**src/include/pt_defines.svh**
```systemverilog
// constants of the periodic timer: register offsets, field positions,
// field codes and reset values
// assumes an 8-bit register port with a 4-bit word address
`ifndef PT_DEFINES_SVH
`define PT_DEFINES_SVH

`define PT_ADDR_W 4
`define PT_CNT_W 10
`define PT_DIV_W 6

// register offsets
`define PT_ADDR_CTRL0 4'h0
`define PT_ADDR_CTRL1 4'h1
`define PT_ADDR_CNT_LO 4'h2
`define PT_ADDR_CNT_HI 4'h3
`define PT_ADDR_CMPA_LO 4'h4
`define PT_ADDR_CMPA_HI 4'h5
`define PT_ADDR_PER_LO 4'h6
`define PT_ADDR_PER_HI 4'h7
`define PT_ADDR_STATUS 4'h8

// reset values and implemented-bit masks
`define PT_CTRL_RST 8'h00
`define PT_CNT_RST 10'h000
`define PT_CTRL0_MASK 8'hF8
`define PT_HI_MASK 8'h03
`define PT_CNT_MAX 10'h3FF
`define PT_CNT_ZERO 10'h000
`define PT_CNT_ONE 10'h001

// control 0 fields
`define PT_C0_PAUSE 7
`define PT_C0_CKS 6:4
`define PT_C0_ON 3

// control 1 fields
`define PT_C1_MODE 7:6
`define PT_C1_PINF 5:4
`define PT_C1_INIT 3
`define PT_C1_POL 2
`define PT_C1_CAPSRC 1
`define PT_C1_CLRSEL 0

// status fields, write one to clear
`define PT_ST_FLAG_A 0
`define PT_ST_FLAG_P 1

// clock source codes
`define PT_CKS_SYS4 3'h0
`define PT_CKS_SYS 3'h1
`define PT_CKS_H16 3'h2
`define PT_CKS_H64 3'h3
`define PT_CKS_SUB0 3'h4
`define PT_CKS_SUB1 3'h5
`define PT_CKS_EXT_R 3'h6
`define PT_CKS_EXT_F 3'h7

// prescaler terminal values
`define PT_DIV4_END 2'h3
`define PT_DIV16_END 4'hF
`define PT_DIV64_END 6'h3F
`define PT_DIV_STEP 6'h01

// mode codes
`define PT_MODE_CMP 2'h0
`define PT_MODE_CAP 2'h1
`define PT_MODE_PWM 2'h2
`define PT_MODE_TMR 2'h3

// pin function codes
`define PT_PF_0 2'h0
`define PT_PF_1 2'h1
`define PT_PF_2 2'h2
`define PT_PF_3 2'h3

`endif

```
**src/include/pt_pkg.sv**
```systemverilog
// types of the periodic timer: state records of the core and synchroniser
// assumes pt_defines.svh on the include path
`include "pt_defines.svh"

package pt_pkg;

    // whole state of the timer core
    typedef struct packed {
        logic [7:0] ctrl0;
        logic [7:0] ctrl1;
        logic [`PT_CNT_W-1:0] cmp_a;
        logic [`PT_CNT_W-1:0] per;
        logic [`PT_CNT_W-1:0] cnt;
        logic [`PT_DIV_W-1:0] div;
        logic on_d;
        logic lvl;
        logic sp;
        logic flag_a;
        logic flag_p;
        logic irq_a;
        logic irq_p;
        logic [7:0] rdata;
        logic pin;
        logic pin_n;
        logic pin_en;
    } pt_state_t;

    // whole state of one pin synchroniser
    typedef struct packed {
        logic s1;
        logic s2;
        logic s3;
        logic rise;
        logic fall;
    } pt_sync_t;

endpackage : pt_pkg

```
**src/hdl/pt_timer.sv**
```systemverilog
// periodic timer: 10-bit up-counter, two comparators, pin modes,
// byte-wide register port
// assumes all inputs synchronous to mclk_i except the three pins, which
// pass through pt_edge_sync; high-speed clock taken equal to mclk_i
//
// Operation
// counter is a 10-bit up-counter advanced by the selected clock source.
// comparators A and P compare all ten counter bits.
// software cannot load the counter; on-bit rising clears it.
// on bit low stops counting; counter keeps its value.
// pause bit freezes the counter; clearing resumes from there.
// three-bit clock select picks system, divided, sub or external edges.
// on-bit rising restores initial pin level in compare, PWM, pulse modes.
// two-bit mode field selects compare, capture, PWM/pulse, timer.
// software should turn the timer off before changing mode.
// compare mode A match: none, low, high or toggle on pin.
// PWM mode pin function: inactive, active, PWM, single pulse.
// capture mode trigger: rising, falling, both edges, or disabled.
// in PWM mode change pin function only while off.
// output control bit: initial level, or active level in PWM.
// requested level equal to current level leaves pin unchanged.
// polarity bit inverts the pin; no effect in timer mode.
// capture source: capture pin when 0, external clock pin when 1.
// clear select 1 clears on A; 0 on P or overflow if P zero.
// clear select ignored in PWM and single pulse modes.
// automatic counter clear also raises an interrupt request.
// in timer mode the output pin is not driven.
// second output pin is always the inverse of the main output.
// with clear select 1 only the A flag is ever raised; capture mode here ignores clear select and still raises P.
// compare A zero: counter overflows at 3FF without the A flag.
// external clock and capture pins are synchronised before use.
// unimplemented control and high-byte bits read zero, writes ignored.
`include "pt_defines.svh"
module pt_timer
    import pt_pkg::*;
(
    input wire logic mclk_i,
    input wire logic nrst_i,
    input wire logic [`PT_ADDR_W-1:0] addr_i,
    input wire logic [7:0] wdata_i,
    input wire logic wr_i,
    input wire logic rd_i,
    output logic [7:0] rdata_o,
    input wire logic external_clock_pin_i,
    input wire logic capture_input_pin_i,
    input wire logic sub_clock_i,
    output logic timer_output_pin_o,
    output logic timer_output_pin_en_o,
    output logic inverted_output_pin_o,
    output logic compare_a_irq_o,
    output logic compare_p_irq_o
);

    // low and high register bytes of a 10-bit value
    function automatic logic [7:0] lo_byte(input logic [`PT_CNT_W-1:0] v);
        lo_byte = v[7:0];
    endfunction : lo_byte

    function automatic logic [7:0] hi_byte(input logic [`PT_CNT_W-1:0] v);
        hi_byte = {6'h00, v[`PT_CNT_W-1:8]} & `PT_HI_MASK;
    endfunction : hi_byte

    pt_state_t s_ff;
    pt_state_t nxt_s;

    logic ext_rise;
    logic ext_fall;
    logic cap_rise;
    logic cap_fall;
    logic sub_rise;

    // pins are asynchronous to mclk_i, so each is synchronised first
    pt_edge_sync u_ext_sync (
        .mclk_i(mclk_i),
        .nrst_i(nrst_i),
        .pin_i(external_clock_pin_i),
        .rise_o(ext_rise),
        .fall_o(ext_fall)
    );

    pt_edge_sync u_cap_sync (
        .mclk_i(mclk_i),
        .nrst_i(nrst_i),
        .pin_i(capture_input_pin_i),
        .rise_o(cap_rise),
        .fall_o(cap_fall)
    );

    pt_edge_sync u_sub_sync (
        .mclk_i(mclk_i),
        .nrst_i(nrst_i),
        .pin_i(sub_clock_i),
        .rise_o(sub_rise),
        .fall_o()
    );

    // whole next-state computation
    always_comb begin
        logic on;
        logic on_rise;
        logic tick;
        logic run;
        logic [1:0] mode;
        logic [1:0] pinf;
        logic init;
        logic clrsel;
        logic trg_r;
        logic trg_f;
        logic cap_evt;
        logic match_a;
        logic match_p;
        logic ovf;
        logic per_end;
        logic clr;
        logic set_a;
        logic set_p;
        logic act;
        logic lvl;

        nxt_s = s_ff;
        // every local starts from a known value so no path can leave a latch
        on = 1'b0;
        on_rise = 1'b0;
        tick = 1'b0;
        run = 1'b0;
        mode = `PT_MODE_CMP;
        pinf = `PT_PF_0;
        init = 1'b0;
        clrsel = 1'b0;
        trg_r = 1'b0;
        trg_f = 1'b0;
        cap_evt = 1'b0;
        match_a = 1'b0;
        match_p = 1'b0;
        ovf = 1'b0;
        per_end = 1'b0;
        clr = 1'b0;
        set_a = 1'b0;
        set_p = 1'b0;
        act = 1'b0;
        lvl = 1'b0;
        on = s_ff.ctrl0[`PT_C0_ON];
        on_rise = on & ~s_ff.on_d;
        mode = s_ff.ctrl1[`PT_C1_MODE];
        pinf = s_ff.ctrl1[`PT_C1_PINF];
        init = s_ff.ctrl1[`PT_C1_INIT];
        clrsel = s_ff.ctrl1[`PT_C1_CLRSEL];
        nxt_s.on_d = on;
        nxt_s.div = s_ff.div + `PT_DIV_STEP;

        // counter clock selection; high-speed clock is mclk_i here
        unique case (s_ff.ctrl0[`PT_C0_CKS])
            `PT_CKS_SYS4: tick = (s_ff.div[1:0] == `PT_DIV4_END);
            `PT_CKS_SYS: tick = 1'b1;
            `PT_CKS_H16: tick = (s_ff.div[3:0] == `PT_DIV16_END);
            `PT_CKS_H64: tick = (s_ff.div == `PT_DIV64_END);
            `PT_CKS_SUB0, `PT_CKS_SUB1: tick = sub_rise;
            `PT_CKS_EXT_R: tick = ext_rise;
            `PT_CKS_EXT_F: tick = ext_fall;
        endcase

        // off or paused holds the count; prescaler runs regardless
        run = on & ~s_ff.ctrl0[`PT_C0_PAUSE] & tick;

        // capture source and edge choice
        trg_r = s_ff.ctrl1[`PT_C1_CAPSRC] ? ext_rise : cap_rise;
        trg_f = s_ff.ctrl1[`PT_C1_CAPSRC] ? ext_fall : cap_fall;
        unique case (pinf)
            `PT_PF_0: cap_evt = trg_r;
            `PT_PF_1: cap_evt = trg_f;
            `PT_PF_2: cap_evt = trg_r | trg_f;
            `PT_PF_3: cap_evt = 1'b0;
        endcase
        cap_evt = cap_evt & on & (mode == `PT_MODE_CAP);

        // both comparators see all ten bits; zero A never matches
        match_a = run & (s_ff.cnt == s_ff.cmp_a) & (s_ff.cmp_a != `PT_CNT_ZERO);
        match_p = run & (s_ff.cnt == s_ff.per) & (s_ff.per != `PT_CNT_ZERO);
        ovf = run & (s_ff.cnt == `PT_CNT_MAX);
        // pwm period of per counts, or 1024 when per is zero
        per_end = (s_ff.per == `PT_CNT_ZERO) ? ovf
                : run & (s_ff.cnt == s_ff.per - `PT_CNT_ONE);

        // clear source and flags per mode
        clr = 1'b0;
        set_a = 1'b0;
        set_p = 1'b0;
        unique case (mode)
            `PT_MODE_PWM: begin
                // clear select has no say here
                clr = per_end;
                set_p = per_end;
                set_a = match_a;
            end
            `PT_MODE_CAP: begin
                clr = match_p | ((s_ff.per == `PT_CNT_ZERO) & ovf);
                set_p = clr;
                set_a = cap_evt;
            end
            default: begin
                if (clrsel) begin
                    // only the A flag exists in this setting
                    clr = match_a;
                    set_a = match_a;
                end else begin
                    // overflow clears only when the period is zero
                    clr = match_p | ((s_ff.per == `PT_CNT_ZERO) & ovf);
                    set_p = clr;
                    set_a = match_a;
                end
            end
        endcase

        // counter: no load path, on-bit rising zeroes it
        if (on_rise) begin
            nxt_s.cnt = `PT_CNT_RST;
        end else if (run) begin
            nxt_s.cnt = clr ? `PT_CNT_ZERO : s_ff.cnt + `PT_CNT_ONE;
        end

        // interrupt requests as one-cycle pulses on each auto clear
        nxt_s.irq_a = set_a;
        nxt_s.irq_p = set_p;

        // output level in compare mode; equal request leaves pin as is
        lvl = s_ff.lvl;
        if (on_rise) begin
            lvl = init;
        end else if (match_a) begin
            unique case (pinf)
                `PT_PF_0: lvl = s_ff.lvl;
                `PT_PF_1: lvl = 1'b0;
                `PT_PF_2: lvl = 1'b1;
                `PT_PF_3: lvl = ~s_ff.lvl;
            endcase
        end
        nxt_s.lvl = lvl;

        // single pulse: active from on-bit rising until the A match
        if (on_rise) begin
            nxt_s.sp = 1'b1;
        end else if (match_a) begin
            nxt_s.sp = 1'b0;
        end

        // pwm active while below duty; pinf changes while on are unsafe
        unique case (pinf)
            `PT_PF_0: act = 1'b0;
            `PT_PF_1: act = 1'b1;
            `PT_PF_2: act = on & (nxt_s.cnt < s_ff.cmp_a);
            `PT_PF_3: act = nxt_s.sp;
        endcase

        // pin drive: polarity only in driven modes, twin always inverse
        if (mode == `PT_MODE_TMR) begin
            nxt_s.pin = 1'b0;
            nxt_s.pin_en = 1'b0;
        end else if (mode == `PT_MODE_PWM) begin
            nxt_s.pin = (act ? init : ~init) ^ s_ff.ctrl1[`PT_C1_POL];
            nxt_s.pin_en = 1'b1;
        end else begin
            nxt_s.pin = lvl ^ s_ff.ctrl1[`PT_C1_POL];
            nxt_s.pin_en = 1'b1;
        end
        nxt_s.pin_n = ~nxt_s.pin;

        // register writes; unimplemented bits dropped
        if (wr_i) begin
            unique case (addr_i)
                `PT_ADDR_CTRL0: nxt_s.ctrl0 = wdata_i & `PT_CTRL0_MASK;
                `PT_ADDR_CTRL1: nxt_s.ctrl1 = wdata_i;
                `PT_ADDR_CMPA_LO: nxt_s.cmp_a[7:0] = wdata_i;
                `PT_ADDR_CMPA_HI: nxt_s.cmp_a[`PT_CNT_W-1:8] = wdata_i[1:0];
                `PT_ADDR_PER_LO: nxt_s.per[7:0] = wdata_i;
                `PT_ADDR_PER_HI: nxt_s.per[`PT_CNT_W-1:8] = wdata_i[1:0];
                default: ;
            endcase
        end

        // capture overwrites the A value after any software write
        if (cap_evt) begin
            nxt_s.cmp_a = s_ff.cnt;
        end

        // sticky flags: a set in the clearing cycle wins
        if (wr_i && addr_i == `PT_ADDR_STATUS) begin
            if (wdata_i[`PT_ST_FLAG_A]) nxt_s.flag_a = 1'b0;
            if (wdata_i[`PT_ST_FLAG_P]) nxt_s.flag_p = 1'b0;
        end
        if (set_a) nxt_s.flag_a = 1'b1;
        if (set_p) nxt_s.flag_p = 1'b1;

        // read data stands one cycle after the strobe, zero otherwise
        nxt_s.rdata = 8'h00;
        if (rd_i) begin
            unique case (addr_i)
                `PT_ADDR_CTRL0: nxt_s.rdata = s_ff.ctrl0 & `PT_CTRL0_MASK;
                `PT_ADDR_CTRL1: nxt_s.rdata = s_ff.ctrl1;
                `PT_ADDR_CNT_LO: nxt_s.rdata = lo_byte(s_ff.cnt);
                `PT_ADDR_CNT_HI: nxt_s.rdata = hi_byte(s_ff.cnt);
                `PT_ADDR_CMPA_LO: nxt_s.rdata = lo_byte(s_ff.cmp_a);
                `PT_ADDR_CMPA_HI: nxt_s.rdata = hi_byte(s_ff.cmp_a);
                `PT_ADDR_PER_LO: nxt_s.rdata = lo_byte(s_ff.per);
                `PT_ADDR_PER_HI: nxt_s.rdata = hi_byte(s_ff.per);
                `PT_ADDR_STATUS: nxt_s.rdata = {6'h00, s_ff.flag_p, s_ff.flag_a};
                default: nxt_s.rdata = 8'h00;
            endcase
        end
    end

    // single state register; the twin pin stays the inverse even in reset
    always_ff @(posedge mclk_i or negedge nrst_i) begin
        if (!nrst_i) begin
            s_ff <= '{pin_n: 1'b1, default: '0};
        end else begin
            s_ff <= nxt_s;
        end
    end

    // outputs straight from flip-flops
    assign rdata_o = s_ff.rdata;
    assign timer_output_pin_o = s_ff.pin;
    assign timer_output_pin_en_o = s_ff.pin_en;
    assign inverted_output_pin_o = s_ff.pin_n;
    assign compare_a_irq_o = s_ff.irq_a;
    assign compare_p_irq_o = s_ff.irq_p;

endmodule : pt_timer

```
**src/hdl/pt_edge_sync.sv**
```systemverilog
// two-stage synchroniser with edge detection for one pin
// assumes the pin may change at any time relative to mclk_i
module pt_edge_sync
    import pt_pkg::*;
(
    input wire logic mclk_i,
    input wire logic nrst_i,
    input wire logic pin_i,
    output logic rise_o,
    output logic fall_o
);

    pt_sync_t s_ff;
    pt_sync_t nxt_s;

    // edges are taken from stages two and three only, never from stage one
    always_comb begin
        nxt_s = s_ff;
        nxt_s.s1 = pin_i;
        nxt_s.s2 = s_ff.s1;
        nxt_s.s3 = s_ff.s2;
        nxt_s.rise = s_ff.s2 & ~s_ff.s3;
        nxt_s.fall = ~s_ff.s2 & s_ff.s3;
    end

    always_ff @(posedge mclk_i or negedge nrst_i) begin
        if (!nrst_i) begin
            s_ff <= '0;
        end else begin
            s_ff <= nxt_s;
        end
    end

    assign rise_o = s_ff.rise;
    assign fall_o = s_ff.fall;

endmodule : pt_edge_sync

```
**config.mk**
```make
export PLATFORM = sky130hd
export DESIGN_NAME = pt_timer
export DESIGN_NICKNAME = d
export VERILOG_FILES = /design/src/include/pt_pkg.sv /design/src/hdl/pt_timer.sv /design/src/hdl/pt_edge_sync.sv
export VERILOG_INCLUDE_DIRS = /design/src /design/src/include
export SDC_FILE = /design/constraint.sdc
export NUM_CORES = 1
export LEC_CHECK = 0
export ABC_AREA = 0
export BUFFER_PORTS_ARGS = -buffer_cell sky130_fd_sc_hd__buf_2
export CORE_MARGIN = 4
export CORE_UTILIZATION = 25
export CTS_CLUSTER_SIZE = 14
export DETAILED_ROUTE_END_ITERATION = 6
export GPL_TIMING_DRIVEN = 0
export HOLD_SLACK_MARGIN = 0.1
export SLEW_MARGIN = 10
export SYNTH_ARGS = -nofsm -noshare
export SYNTH_HDL_FRONTEND = slang
export SYNTH_SLANG_ARGS = --single-unit
```
**constraint.sdc**
```tcl
create_clock -name mclk_i -period 4 [get_ports mclk_i]
set_input_delay 0.4 -clock mclk_i [delete_from_list [all_inputs] [get_ports mclk_i]]
set_output_delay 0.4 -clock mclk_i [all_outputs]
set_load 0.02 [all_outputs]
```
# After elaboration in Yosys (flattened, before gate mapping)
# Index checks and enable logic that the tools add are counted.
# W data, S select, Z words.
[op_classes] muxes=36 n_eq_ne=28 bitwise_logic=32 add_sub_neg=3 reduce_logical=23 n_lt_le_gt_ge=1
[ops] cell="$pmux W8 S9" count=1
[ops] cell="$mux W10" count=4
[ops] cell="$eq A10 B10 Y1" count=3
[ops] cell="$mux W8" count=3
[ops] cell="$mux W20" count=1
[ops] cell="$reduce_bool A10 Y1" count=2
[ops] cell="$and A1 B1 Y1" count=18
[ops] cell="$mux W1" count=18
[ops] cell="$eq A4 B3 Y1 const B" count=4
[ops] cell="$reduce_and A2 Y1" count=8
[ops] cell="$reduce_bool A2 Y1" count=7
[ops] cell="$eq A3 B3 Y1 const B" count=4
[ops] cell="$pmux W1 S4" count=3
[ops] cell="$add A10 B1 Y10 const B" count=1
[ops] cell="$eq A10 B10 Y1 const B" count=1
[ops] cell="$eq A2 B2 Y1 const B" count=5
[ops] cell="$logic_not A10 Y1" count=1
[ops] cell="$lt A10 B10 Y1" count=1
[ops] cell="$not A1 Y1" count=10
[ops] cell="$sub A10 B1 Y10 const B" count=1
[ops] cell="$eq A4 B2 Y1 const B" count=2
[ops] cell="$eq A4 B4 Y1 const B" count=2
[ops] cell="$pmux W1 S7" count=1
[ops] cell="$add A6 B1 Y6 const B" count=1
[ops] cell="14 further kinds" count=21
[totals] output_inout_bits=13 regBits=81

# Longest topological paths before layout
# Gate-level depths: netlist of run 1.
[logic_depth] ltp_word=20 mapped_depth=19 depth_no_buf=19

# Modules after synthesis
# A second synthesis of run 1 with hierarchy kept.
[hier_totals] cells_unflattened=471 hier_area_um2=4697.0
[by_module_without_submodules] module="pt_timer" n_inst=1 area_per_inst_um2=4276.6 cells_each=450
[by_module_without_submodules] module="pt_edge_sync" n_inst=3 area_per_inst_um2=140.1 cells_each=7

# Worst setup path after synthesis of run 1
# Ideal clock, no wire load.
[synth_path] path_kind="register to register" start="register s_ff[38] (netlist name)" end="register s_ff (netlist bit timer_output_pin_o)" setup_time_ps=125 path_stages_with_launch=19 slack_ps=-278 required_ps=3875 arrival_time_ps=4153 path_cell_list="dfrtp_1 > buf_6 > nor4_4 > nand4b_2 > or3_1 > a311oi_2 > a32o_2 > a21oi_1 > nand2_1 > nor2_1 > ha_1 > a21o_1 > a21o_1 > a21o_1 > a221oi_1 > nor2_1 > a211o_1 > a211o_1 > mux2_4"
[synth_rtl] item="start: declaration" line="pt_timer.sv:63" source="pt_state_t s_ff;"
[synth_rtl] item="start signal: assignment" line="pt_timer.sv:316" source="s_ff <= nxt_s;"

==> results of run 1 <==
registers in the layout, indices dropped and copies added (netlist names):
name	cells
s_ff	53
rdata_o	8
u_cap_sync.nxt_s	2
u_ext_sync.nxt_s	2
u_sub_sync.nxt_s	2
compare_a_irq_o	1
compare_p_irq_o	1
inverted_output_pin_o	1
nxt_s	1
timer_output_pin_en_o	1
timer_output_pin_o	1
u_cap_sync.fall_o	1
u_cap_sync.rise_o	1
u_cap_sync.s_ff	1
u_ext_sync.fall_o	1
u_ext_sync.rise_o	1
u_ext_sync.s_ff	1
u_sub_sync.rise_o	1
u_sub_sync.s_ff	1
worst max-delay path, cell delays in order, from the launching register on:
cell	delay (ps)
dfrtp_1	370
buf_6	130
or4_4	490
o21a_1	220
a21oi_1	180
o211ai_2	120
a32o_2	330
a21oi_4	210
nand2_8	130
nor2_4	130
ha_4	210
a21o_1	150
a21o_1	170
a21o_1	180
a221oi_2	320
nor2_1	110
a211o_1	290
a211o_1	320
mux2_4	300
final timing paths:
| check | startpoint | end | cells past startpoint |
|---|---|---|---|
| max reg2reg | s_ff[36] | timer_output_pin_o | 18 |
| max in group asynchronous | nrst_i | s_ff[39] | 3 |
| min reg2reg | u_cap_sync.nxt_s[3] | u_cap_sync.nxt_s[2] | 0 |
| min | capture_input_pin_i | u_cap_sync.nxt_s[3] | 1 |
| max | s_ff[36] | timer_output_pin_o | 18 |
| min in group asynchronous | nrst_i | timer_output_pin_o | 2 |
cell usage after synthesis, types with 13 or more instances:
cell type / count
dfrtp_1: 80
xor2_1: 18
mux2_2: 22
nor2b_1: 13
nand2_1: 30
inv_1: 25
mux2i_1: 16
nand3_1: 17
a21oi_1: 20
ha_1: 16
xnor2_1: 20
o21ai_0: 15
clkbuf_1: 15
nor2_1: 45
repair_timing:
item / CTS / global route
buffers inserted: 9 / 3
setup endpoints to repair: 2 / 2
endpoints found under the hold margin: 40 / 0
pin swaps: 6 / 14
gates resized for setup: 9 / 31
hold buffers: 1 / 0
layout make-up:
type	instances	area [µm²]
Clock buffer	10	239
Sequential cell	81	2030
Inverter	25	93.8
Tap cell	229	287
Multi-Input combinational cell	337	2580
Clock inverter	6	47.5
Buffer	28	158
Timing Repair Buffer	45	278
Fill cell	1843	12500
power by group through the flow:
stage | registers, µW | logic [µW] | clock network (µW)
2_1_floorplan | 1130 | 645 | 0
3_3_place_gp | 1190 | 862 | 0
3_5_place_dp | 1190 | 873 | 0
4_1_cts | 1170 | 918 | 816
5_1_grt | 1210 | 1070 | 854
6_report | 1190 | 973 | 800
layer usage:
metal	track usage (%)	vias up	share of wire [%]
li1	-	1778	-
met1	17.6	1878	43
met2	19.9	141	46
met3	2.92	36	8.2
met4	5.65	0	2.9
met5	0	-	0
kinds of logic after synthesis:
logic type,share of synthesized area (%)
buffers and inverters,5.58
multiplexers,9.51
XOR/XNOR,7.10
AO/OA/AOI/OAI,12.5
flip-flops,43.3
adder cells (fa/ha/maj),4.27
AND/OR/NAND/NOR,17.7
metrics by stage:
step	instance area, µm²	util (%)	power (µW)
3_3_place_gp	5150	28.3	2050
5_1_grt	5720	31.4	3140
3_5_place_dp	5170	28.4	2060
2_1_floorplan	4710	-	1770
4_1_cts	5570	30.6	2910
6_report	5720	31.4	2970
==> metrics.md, run 1 <==
| Metric | Value |
|---|---|
| Initial DRC count | `359` |
| Syn_nets | `approximately 510` |
| Clock buffer depth | `2` |
| Failing checks | `DRC, setup timing` |
| PortBufs | `31` |
| Post-synth EDFFs | `0` |
| Ant diodes | `0` |
| Max FO, Critical Path | `8` |
| Rows | `49` |
| Yosys warning count | `0` |
| Synth-to-Final Area Change | `22.0%` |
| Net load switching power | `1100 µW` |
| Max-cap viol count | `0` |
| Vias per inst | `about 5.0` |
| TritonCTS buffer count | `9` |
| Flops & latches, synth | `81` |
| Largest net degree at the start of global routing | `43` |
| Commonest cells after routing, fill and taps aside | `dfrtp_1 (77), nor2_1 (38), buf_2 (33)` |
| CTS tree | `done` |
| Seq pwr share | `between 40 and 50%` |
| VDD IR max | `0.000310 V` |
| Required @ worst endpoint | `between 4000 and 5000 ps` |
| Post-Layout Cell Count | `~760` |
| Outcome | `complete, but fails checks` |
| R2r setup slk | `-500 ps` |
| Place WS | `-723 ps` |
| Synth Flop Type | `dfrtp_1` |
| Slew headroom | `roughly a third` |
| Layout cell share with drive strength beyond 1 | `a little over a quarter` |
| Part of the Yosys area used for sequential elements | `a little over two fifths` |
| Final global-route overflow total | `0` |
| Least-Margin Pin Slew | `1010 ps` |
| Vias in the first global route | `3693` |
| Yosys cell types | `64` |
| Width of the die | `145 µm` |
| Clock transition at the registers of the reported paths | `60 ps` |
| Power share of the combinational group | `roughly a third` |
| DRT Wirelength | `~13000 µm` |
| Clock power frac | `27.0%` |
| Dpl cells | `735` |
| HPWL after DPL | `9460 µm` |
| Hold Vio Cnt, Final | `0` |
| Fin Clk Skew | `around 6.1 ps` |
| Count of final setup violators | `2` |
| First-pass GRT wire length | `20600 µm` |
| Initial core utilization | `25.7%` |
| Clock Root Buffer | `clkbuf_16` |
| RSZ-0062 raised after global routing | `yes` |
| Worst Path Arrival | `4720 ps` |
| Max-slew violation count | `0` |
| Core area | `approximately 18000 µm²` |
| Post-route DRC violation count | `2` |
| Internal power | `1860 µW` |
| Final ANT Viol Nets | `0` |
| PnR worst setup slack | `-497 ps` |
| Cell area after synthesis | `between 4000 and 5000 µm²` |
| Routed vias | `between 3000 and 4000` |
| Fin crit share | `112%` |
| Synth area leaders | `dfrtp_1 (43%), mux2_2 (5.3%), ha_1 (4.3%), xnor2_1 (3.7%), nor2_1 (3.6%)` |
| Maximum clock frequency | `between 200 and 250 MHz` |
| Worst Setup Path Type | `register to register` |
| Worst-Skew Late Latency | `between 300 and 400 ps` |
| TritonRoute pass-1 iters | `7` |
| Commonest non-fill, non-tap cell in the layout | `dfrtp_1` |
| Setup TNS | `-926 ps` |
| Sw Share | `a little under two fifths` |
| Die ar. | `21000 µm²` |
| Kind of end point of the critical path | `register` |
| WL per Instance | `17.2 µm` |
| PwrDens | `around 520 nW/µm²` |
| CTS H-tree lvls | `3` |
| Io pins | `32` |
| Minimum clock period | `roughly 4500 ps` |
| Initial antenna violation count | `0` |
| Crit start category | `register` |
| Height of the die | `145 µm` |
| Top cell type's share of synthesized area | `42.7%` |
| Async SR Flop Fraction | `100%` |
| Total leakage power | `approximately 0.0026 µW` |
| Yosys top cell by area | `dfrtp_1` |
| GP Congestion | `between 0.8 and 0.9` |
| Clk sinks | `81` |
| Synth Instances | `~470` |
| Nets@finish | `562` |
| Hold Crit Class | `input pin to register` |
| GRT Resource Usage Total | `between 10% and 20%` |
| Hold Slack | `~160 ps` |
| Syn_area_per_cell | `around 9.9 µm²` |
Power figures use the tool's default switching activity.
==> inputs of run 2 (changes only) <==
==> constraint.sdc (replaced) <==
create_clock -name mclk_i -period 4 [get_ports mclk_i]
set_input_delay 0.2 -clock mclk_i [delete_from_list [all_inputs] [get_ports mclk_i]]
set_output_delay 0.2 -clock mclk_i [all_outputs]
set_load 0.02 [all_outputs]
==> run 2 against run 1 <==
  * The run ends with setup timing left
  * Critical path type unchanged
  * Clock-buffer cell count stayed put
  * Worst hold slack worse by 47 ps
  * Critical endpoint unchanged
  * Maximum frequency hardly changed
==> metrics.md, run 2 (same netlist as run 1, synthesis figures left out) <==
| Metric | Value |
|---|---|
| Layout cell share with drive strength beyond 1 | `~26%` |
| VDD IR max | `around 0.00031 V` |
| Max-cap viol count | `0` |
| GP Congestion | `0.899` |
| Fin crit share | `112%` |
| Max-slew violation count | `0` |
| Required @ worst endpoint | `about 4200 ps` |
| PortBufs | `31` |
| Io pins | `32` |
| Rows | `49` |
| Width of the die | `around 140 µm` |
| HPWL after DPL | `approximately 9500 µm` |
| Max FO, Critical Path | `8` |
| Crit start category | `register` |
| Ant diodes | `0` |
| Final global-route overflow total | `0` |
| Setup crit start | `s_ff[36]` |
| Design Power | `~3000 µW` |
| Routed vias | `roughly 3800` |
| Vias per inst | `around 5` |
| Core area | `between 15000 and 20000 µm²` |
| R2r setup slk | `-490 ps` |
| Height of the die | `between 100 and 150 µm` |
| Clock transition at the registers of the reported paths | `around 60 ps` |
| Worst-path cell chain | `buf_6 -> or4_4 -> o21a_1 -> a21oi_1 -> o211ai_2 -> a32o_2 -> a21oi_4 -> nand2_8 -> nor2_4 -> ha_4 -> a21o_1 -> a21o_1 -> a21o_1 -> a221oi_2 -> nor2_1 -> a211o_1 -> a211o_1 -> mux2_4` |
| Outcome | `complete, but fails checks` |
| Final Util | `about a third` |
| Slowest stage cell, crit path | `or4_4` |
| Hold Crit Class | `input pin to register` |
| Worst-Skew Late Latency | `approximately 340 ps` |
| CTS H-tree lvls | `3` |
| Commonest cells after routing, fill and taps aside | `dfrtp_1 (77), nor2_1 (38), buf_2 (33)` |
| TritonRoute pass-1 iters | `7` |
| Crit path top cell by count | `a21o_1` |
| Initial core utilization | `about a quarter` |
| RSZ-0062 raised after global routing | `yes` |
| Synth-to-Final Area Change | `22.7%` |
| Initial DRC count | `339` |
| Failing checks | `setup timing` |
| TritonCTS buffer count | `9` |
| Hold Vio Cnt, Final | `0` |
| Worst Path Arrival | `~4700 ps` |
| Largest net degree at the start of global routing | `43` |
| Kind of end point of the critical path | `register` |
| Initial antenna violation count | `0` |
| Clock buffer depth | `2` |
| Least-Margin Pin Slew | `~1000 ps` |
| Hold wc startpoint | `rd_i` |
| Clock Root Buffer | `clkbuf_16` |
| Clk sinks | `81` |
| DRT Wirelength | `roughly 13000 µm` |
| Minimum clock period | `between 4000 and 5000 ps` |
| Reg2reg start | `s_ff[36]` |
| Nets@finish | `565` |
| Slew headroom | `about a third` |
| Post-route DRC violation count | `0` |
| PwrDens | `approximately 520 nW/µm²` |
| Die ar. | `about 21000 µm²` |
| CTS tree | `done` |
| First-pass GRT wire length | `20600 µm` |
| GRT Resource Usage Total | `about an eighth` |
| Worst path max stage delay | `490 ps` |
| Maximum clock frequency | `roughly 220 MHz` |
| Setup TNS | `-919 ps` |
| Vias in the first global route | `between 3000 and 4000` |
| Commonest non-fill, non-tap cell in the layout | `dfrtp_1` |
| Final ANT Viol Nets | `0` |
| Count of final setup violators | `2` |
| Max reg flops | `53` |
| Fin Clk Skew | `around 5.8 ps` |
| CP bufs+invs | `1` |
| Worst Setup Path Type | `register to register` |
| Top cell family by delay on the critical path | `compound AO/OA/AOI/OAI gates` |
| PnR worst setup slack | `-493 ps` |
| Total leakage power | `around 0.0026 µW` |
| WL per Instance | `around 17 µm` |
| Place WS | `-723 ps` |
| Biggest register | `s_ff` |
[run 2: cell types whose count changed in the layout (fill, tap and decap cells not counted)]
| cell | before | now |
|---|---|---|
| dlygate4sd3_1 | 1 | 4 |
[run 2: stage by stage]
step           hold slack, ps  instance area, µm²  std cells
2_1_floorplan           -95.6                4710        474
4_1_cts                   103                5600        764
6_report                  112                5750        764
3_3_place_gp              310                5150        734
5_1_grt                   117                5750        764
3_5_place_dp              236                5170        735
[run 2: area by class of cell]
class	count	area (µm²)
Buffer	28	158
Clock buffer	10	239
Clock inverter	6	47.5
Fill cell	1840	12500
Inverter	25	93.8
Multi-Input combinational cell	337	2580
Sequential cell	81	2030
Tap cell	229	287
Timing Repair Buffer	48	308
[run 2: what timing repair did]
action / CTS / global route
endpoints found under the hold margin: 43 / 0
buffers inserted: 9 / 3
pin swaps: 6 / 14
setup endpoints to repair: 2 / 2
hold buffers: 4 / 0
resized for setup: 9 / 31
[run 2: worst paths after layout]
| path | to | cells past startpoint |
|---|---|---|
| max in group asynchronous | s_ff[39] | 3 |
| worst max register to register | timer_output_pin_o | 18 |
| worst max-delay path | timer_output_pin_o | 18 |
| min in group asynchronous | u_cap_sync.nxt_s[3] | 2 |
| worst min-delay path | rdata_o[2] | 2 |
| worst min register to register | u_cap_sync.nxt_s[2] | 0 |
[run 2: per-layer routing]
layer | wire length [µm] | up-vias | global-route usage, % | part of all wire [%]
li1 | - | 1784 | - | -
met1 | 5760 | 1869 | 17.7 | 44
met2 | 6020 | 130 | 19.8 | 46
met3 | 988 | 30 | 2.92 | 7.5
met4 | 361 | 0 | 5.65 | 2.7
met5 | 0 | - | 0 | 0
[run 2: power by group]
group | switching [µW] | internal [µW]
logic | 531 | 445
clock network | 355 | 444
registers | 218 | 976
==> inputs of run 3 (changes only) <==
--- a/config.mk
+++ b/config.mk
@@ -6,7 +6,7 @@
 export SDC_FILE = /design/constraint.sdc
 export NUM_CORES = 1
 export LEC_CHECK = 0
-export ABC_AREA = 0
+export ABC_AREA = 1
 export BUFFER_PORTS_ARGS = -buffer_cell sky130_fd_sc_hd__buf_2
 export CORE_MARGIN = 4
 export CORE_UTILIZATION = 25
==> run 3 against run 2 <==
  * The flow now finishes without violations
  * Largest power group unchanged
  * Combinational power shrank 20%
  * Via count grew 4.5%
  * Critical path depth grew 9
  * Clock power grew 0.9%
  * Highest routed layer unchanged
  * Clock skew grew 2.0 ps
  * Synthesized cell count grew 22%
  * Critical path type unchanged
  * Setup slack gained 870 ps
  * Worst hold slack gained 4.2 ps
  * Clock-buffer cell count shrank 1
  * Synthesized area shrank 3.0%
  * Flip-flop and latch count is the same
  * Final area shrank 6.7%
==> metrics.md, run 3 <==
| Metric | Value |
|---|---|
| Outcome | `complete, no violations` |
| Most numerous cell in the Yosys netlist | `nand2_1` |
| Part of the Yosys area used for sequential elements | `44.7%` |
| GP Congestion | `roughly 0.95` |
| Initial core utilization | `approximately a quarter` |
| Syn_area_per_cell | `slightly below 8 µm²` |
| Crit start category | `register` |
| Top cell type's share of synthesized area | `44.1%` |
| Clk sinks | `81` |
| Design Power | `approximately 2700 µW` |
| Worst-Skew Late Latency | `340 ps` |
| # fillers | `1942` |
| Io pins | `32` |
| Vias per inst | `4.65` |
| Yosys cell types | `38` |
| Fin crit share | `90.6%` |
| Flops & latches, synth | `a little over 80` |
| Worst Path Arrival | `~3900 ps` |
| Post-synth top cells | `nand2_1 (138), dfrtp_1 (80), inv_1 (78)` |
| Kind of end point of the critical path | `register` |
| Hold Vio Cnt, Final | `0` |
| PwrDens | `approximately 510 nW/µm²` |
| Synth Flop Type | `dfrtp_1` |
| Post-Layout Cell Count | `around 860` |
| Rows | `between 40 and 50` |
| Met3 routed WL | `roughly 800 µm` |
| CTS tree | `done` |
| Max-cap viol count | `0` |
| Commonest non-fill, non-tap cell in the layout | `nand2_1` |
| Yosys warning count | `0` |
| Async SR Flop Fraction | `between 90% and 100%` |
| TritonCTS buffer count | `9` |
| Biggest register | `s_ff` |
| Maximum clock frequency | `276 MHz` |
| Initial antenna violation count | `0` |
| DRT Wirelength | `roughly 13000 µm` |
| Commonest cells after routing, fill and taps aside | `nand2_1 (138), dfrtp_1 (79), inv_1 (78)` |
| Initial DRC count | `around 320` |
| Clock transition at the registers of the reported paths | `70 ps` |
| Clock Root Buffer | `clkbuf_16` |
| Fin Clk Skew | `slightly below 8 ps` |
| Total leakage power | `about 0.0026 µW` |
| Hold Path Depth | `3` |
| HPWL after DPL | `approximately 10000 µm` |
| Required @ worst endpoint | `4230 ps` |
| Syn_nets | `a little over 600` |
| Synth Instances | `around 580` |
| Multi-input logic area | `around 2100 µm²` |
| Slew headroom | `roughly 47%` |
| WL per Instance | `about 16 µm` |
| Clock buffer depth | `2` |
| Post-synth EDFFs | `0` |
| Synth-to-Final Area Change | `18.0%` |
| Dpl cells | `between 800 and 900` |
| CTS H-tree lvls | `3` |
| Cell area after synthesis | `4540 µm²` |
| Ant diodes | `0` |
| Die ar. | `between 20000 and 25000 µm²` |
| Largest net degree at the start of global routing | `between 50 and 60` |
| Top Metal Used | `met4` |
| Final ANT Viol Nets | `0` |
| Routed vias | `approximately 4000` |
| Width of the die | `143 µm` |
| Nets@finish | `~660` |
| Core area | `between 15000 and 20000 µm²` |
| R2R cell count | `27` |
| Height of the die | `around 140 µm` |
| Max reg flops | `53` |
| Hold Crit Class | `input pin to register` |
| Worst Setup Path Type | `register to register` |
| Minimum clock period | `3630 ps` |
| Final global-route overflow total | `0` |
| FF+latch area | `2030 µm²` |
| Setup TNS | `0 ps` |
| Layout cell share with drive strength beyond 1 | `between 10% and 20%` |
| PortBufs | `30` |
| Least-Margin Pin Slew | `~790 ps` |
| Max-slew violation count | `0` |
| Synth area leaders | `dfrtp_1 (44%), nand2_1 (11%), inv_1 (6.4%), nor2_1 (5.4%), ha_1 (4.4%)` |
| VDD IR max | `~0.00026 V` |
| Count of final setup violators | `0` |
| First-pass GRT wire length | `approximately 22000 µm` |
| M1 wire length | `roughly 6800 µm` |
| Max FO, Critical Path | `8` |
| Yosys top cell by area | `dfrtp_1` |
| WL met2 | `around 5600 µm` |
| RSZ-0062 raised after global routing | `no` |
| TritonRoute pass-1 iters | `5` |
| Vias in the first global route | `3800` |
| GRT Resource Usage Total | `between 10% and 20%` |
| Post-route DRC violation count | `0` |
## run 3: cell families (layout without fill, tap and decap cells)
kind of cell	after synthesis	in the layout	synth area share, %
AND/OR/NAND/NOR	261	261	25.2
buffers and inverters	104	157	9.31
AO/OA/AOI/OAI	96	96	12.9
flip-flops	81	81	44.7
XOR/XNOR	17	17	3.28
adder cells (fa/ha/maj)	16	16	4.41
multiplexers	1	1	0.248
## run 3: final cells by class
cell class                 instances  area share [%]
multi-input combinational        391            39.2
sequential                        81            37.9
inverter                          89            6.23
tap                              229            5.34
timing repair buffer              37            4.39
clock buffer                       9            4.20
buffer                            15            1.66
clock inverter                     7            1.10
## run 3: final timing paths
check	startpoint	to	slack, ps
worst max-delay path	s_ff[18]	timer_output_pin_o	370
worst min-delay path	wdata_i[3]	s_ff[47]	120
worst max register to register	s_ff[18]	timer_output_pin_o	370
worst min register to register	u_cap_sync.nxt_s[3]	u_cap_sync.nxt_s[2]	350
max in group asynchronous	nrst_i	inverted_output_pin_o	3030
min in group asynchronous	nrst_i	s_ff[23]	320
## run 3: routing by layer
metal	track usage (%)	vias to the layer above
li1	-	1977
met1	21.2	1878
met2	19.6	120
met3	3.32	11
met4	2.85	0
met5	0	-
## run 3: repair_timing
action / in CTS / in global routing
setup buffers: 0 / 2
hold buffers: 4 / 0
gates resized for setup: 0 / 4
endpoints found under the hold margin: 30 / 0
endpoints found under the setup margin: 0 / 2
## run 3: through the flow
step	instance area, µm²	setup WS, ps	util [%]	hold WS (ps)
finish	5360	374	29.9	117
global route	5360	0.584	29.9	131
CTS	5330	175	29.8	112
detailed placement	5010	199	28.0	160
global placement	4980	172	27.8	308
floorplan	4540	936	-	-95.6
## run 3: worst max-delay path, stage by stage (launching register included)
cell      delay (ps)
dfrtp_1          370
ha_1             210
nand2_1           80
nor2_2           120
nand2_1           70
nand2_1           90
nand2_2           70
nor2_4           210
nand2_4          100
nor2_4           120
nand2_2           80
nand2_1          140
nand2_1           80
nand2_2           80
nand2_4           70
nand3_2          180
nor2_1           100
ha_1             300
a21oi_1          160
o21bai_1         110
a211oi_1         260
nand2_1          140
nand2_1           70
nand2_1           60
nand3_2           90
nand3_2           70
nand2_1           60
nor2_1            40
## run 3: report_power, final
group | internal [µW] | switching [µW]
clock | 433 | 374
sequential | 961 | 174
combinational | 289 | 489
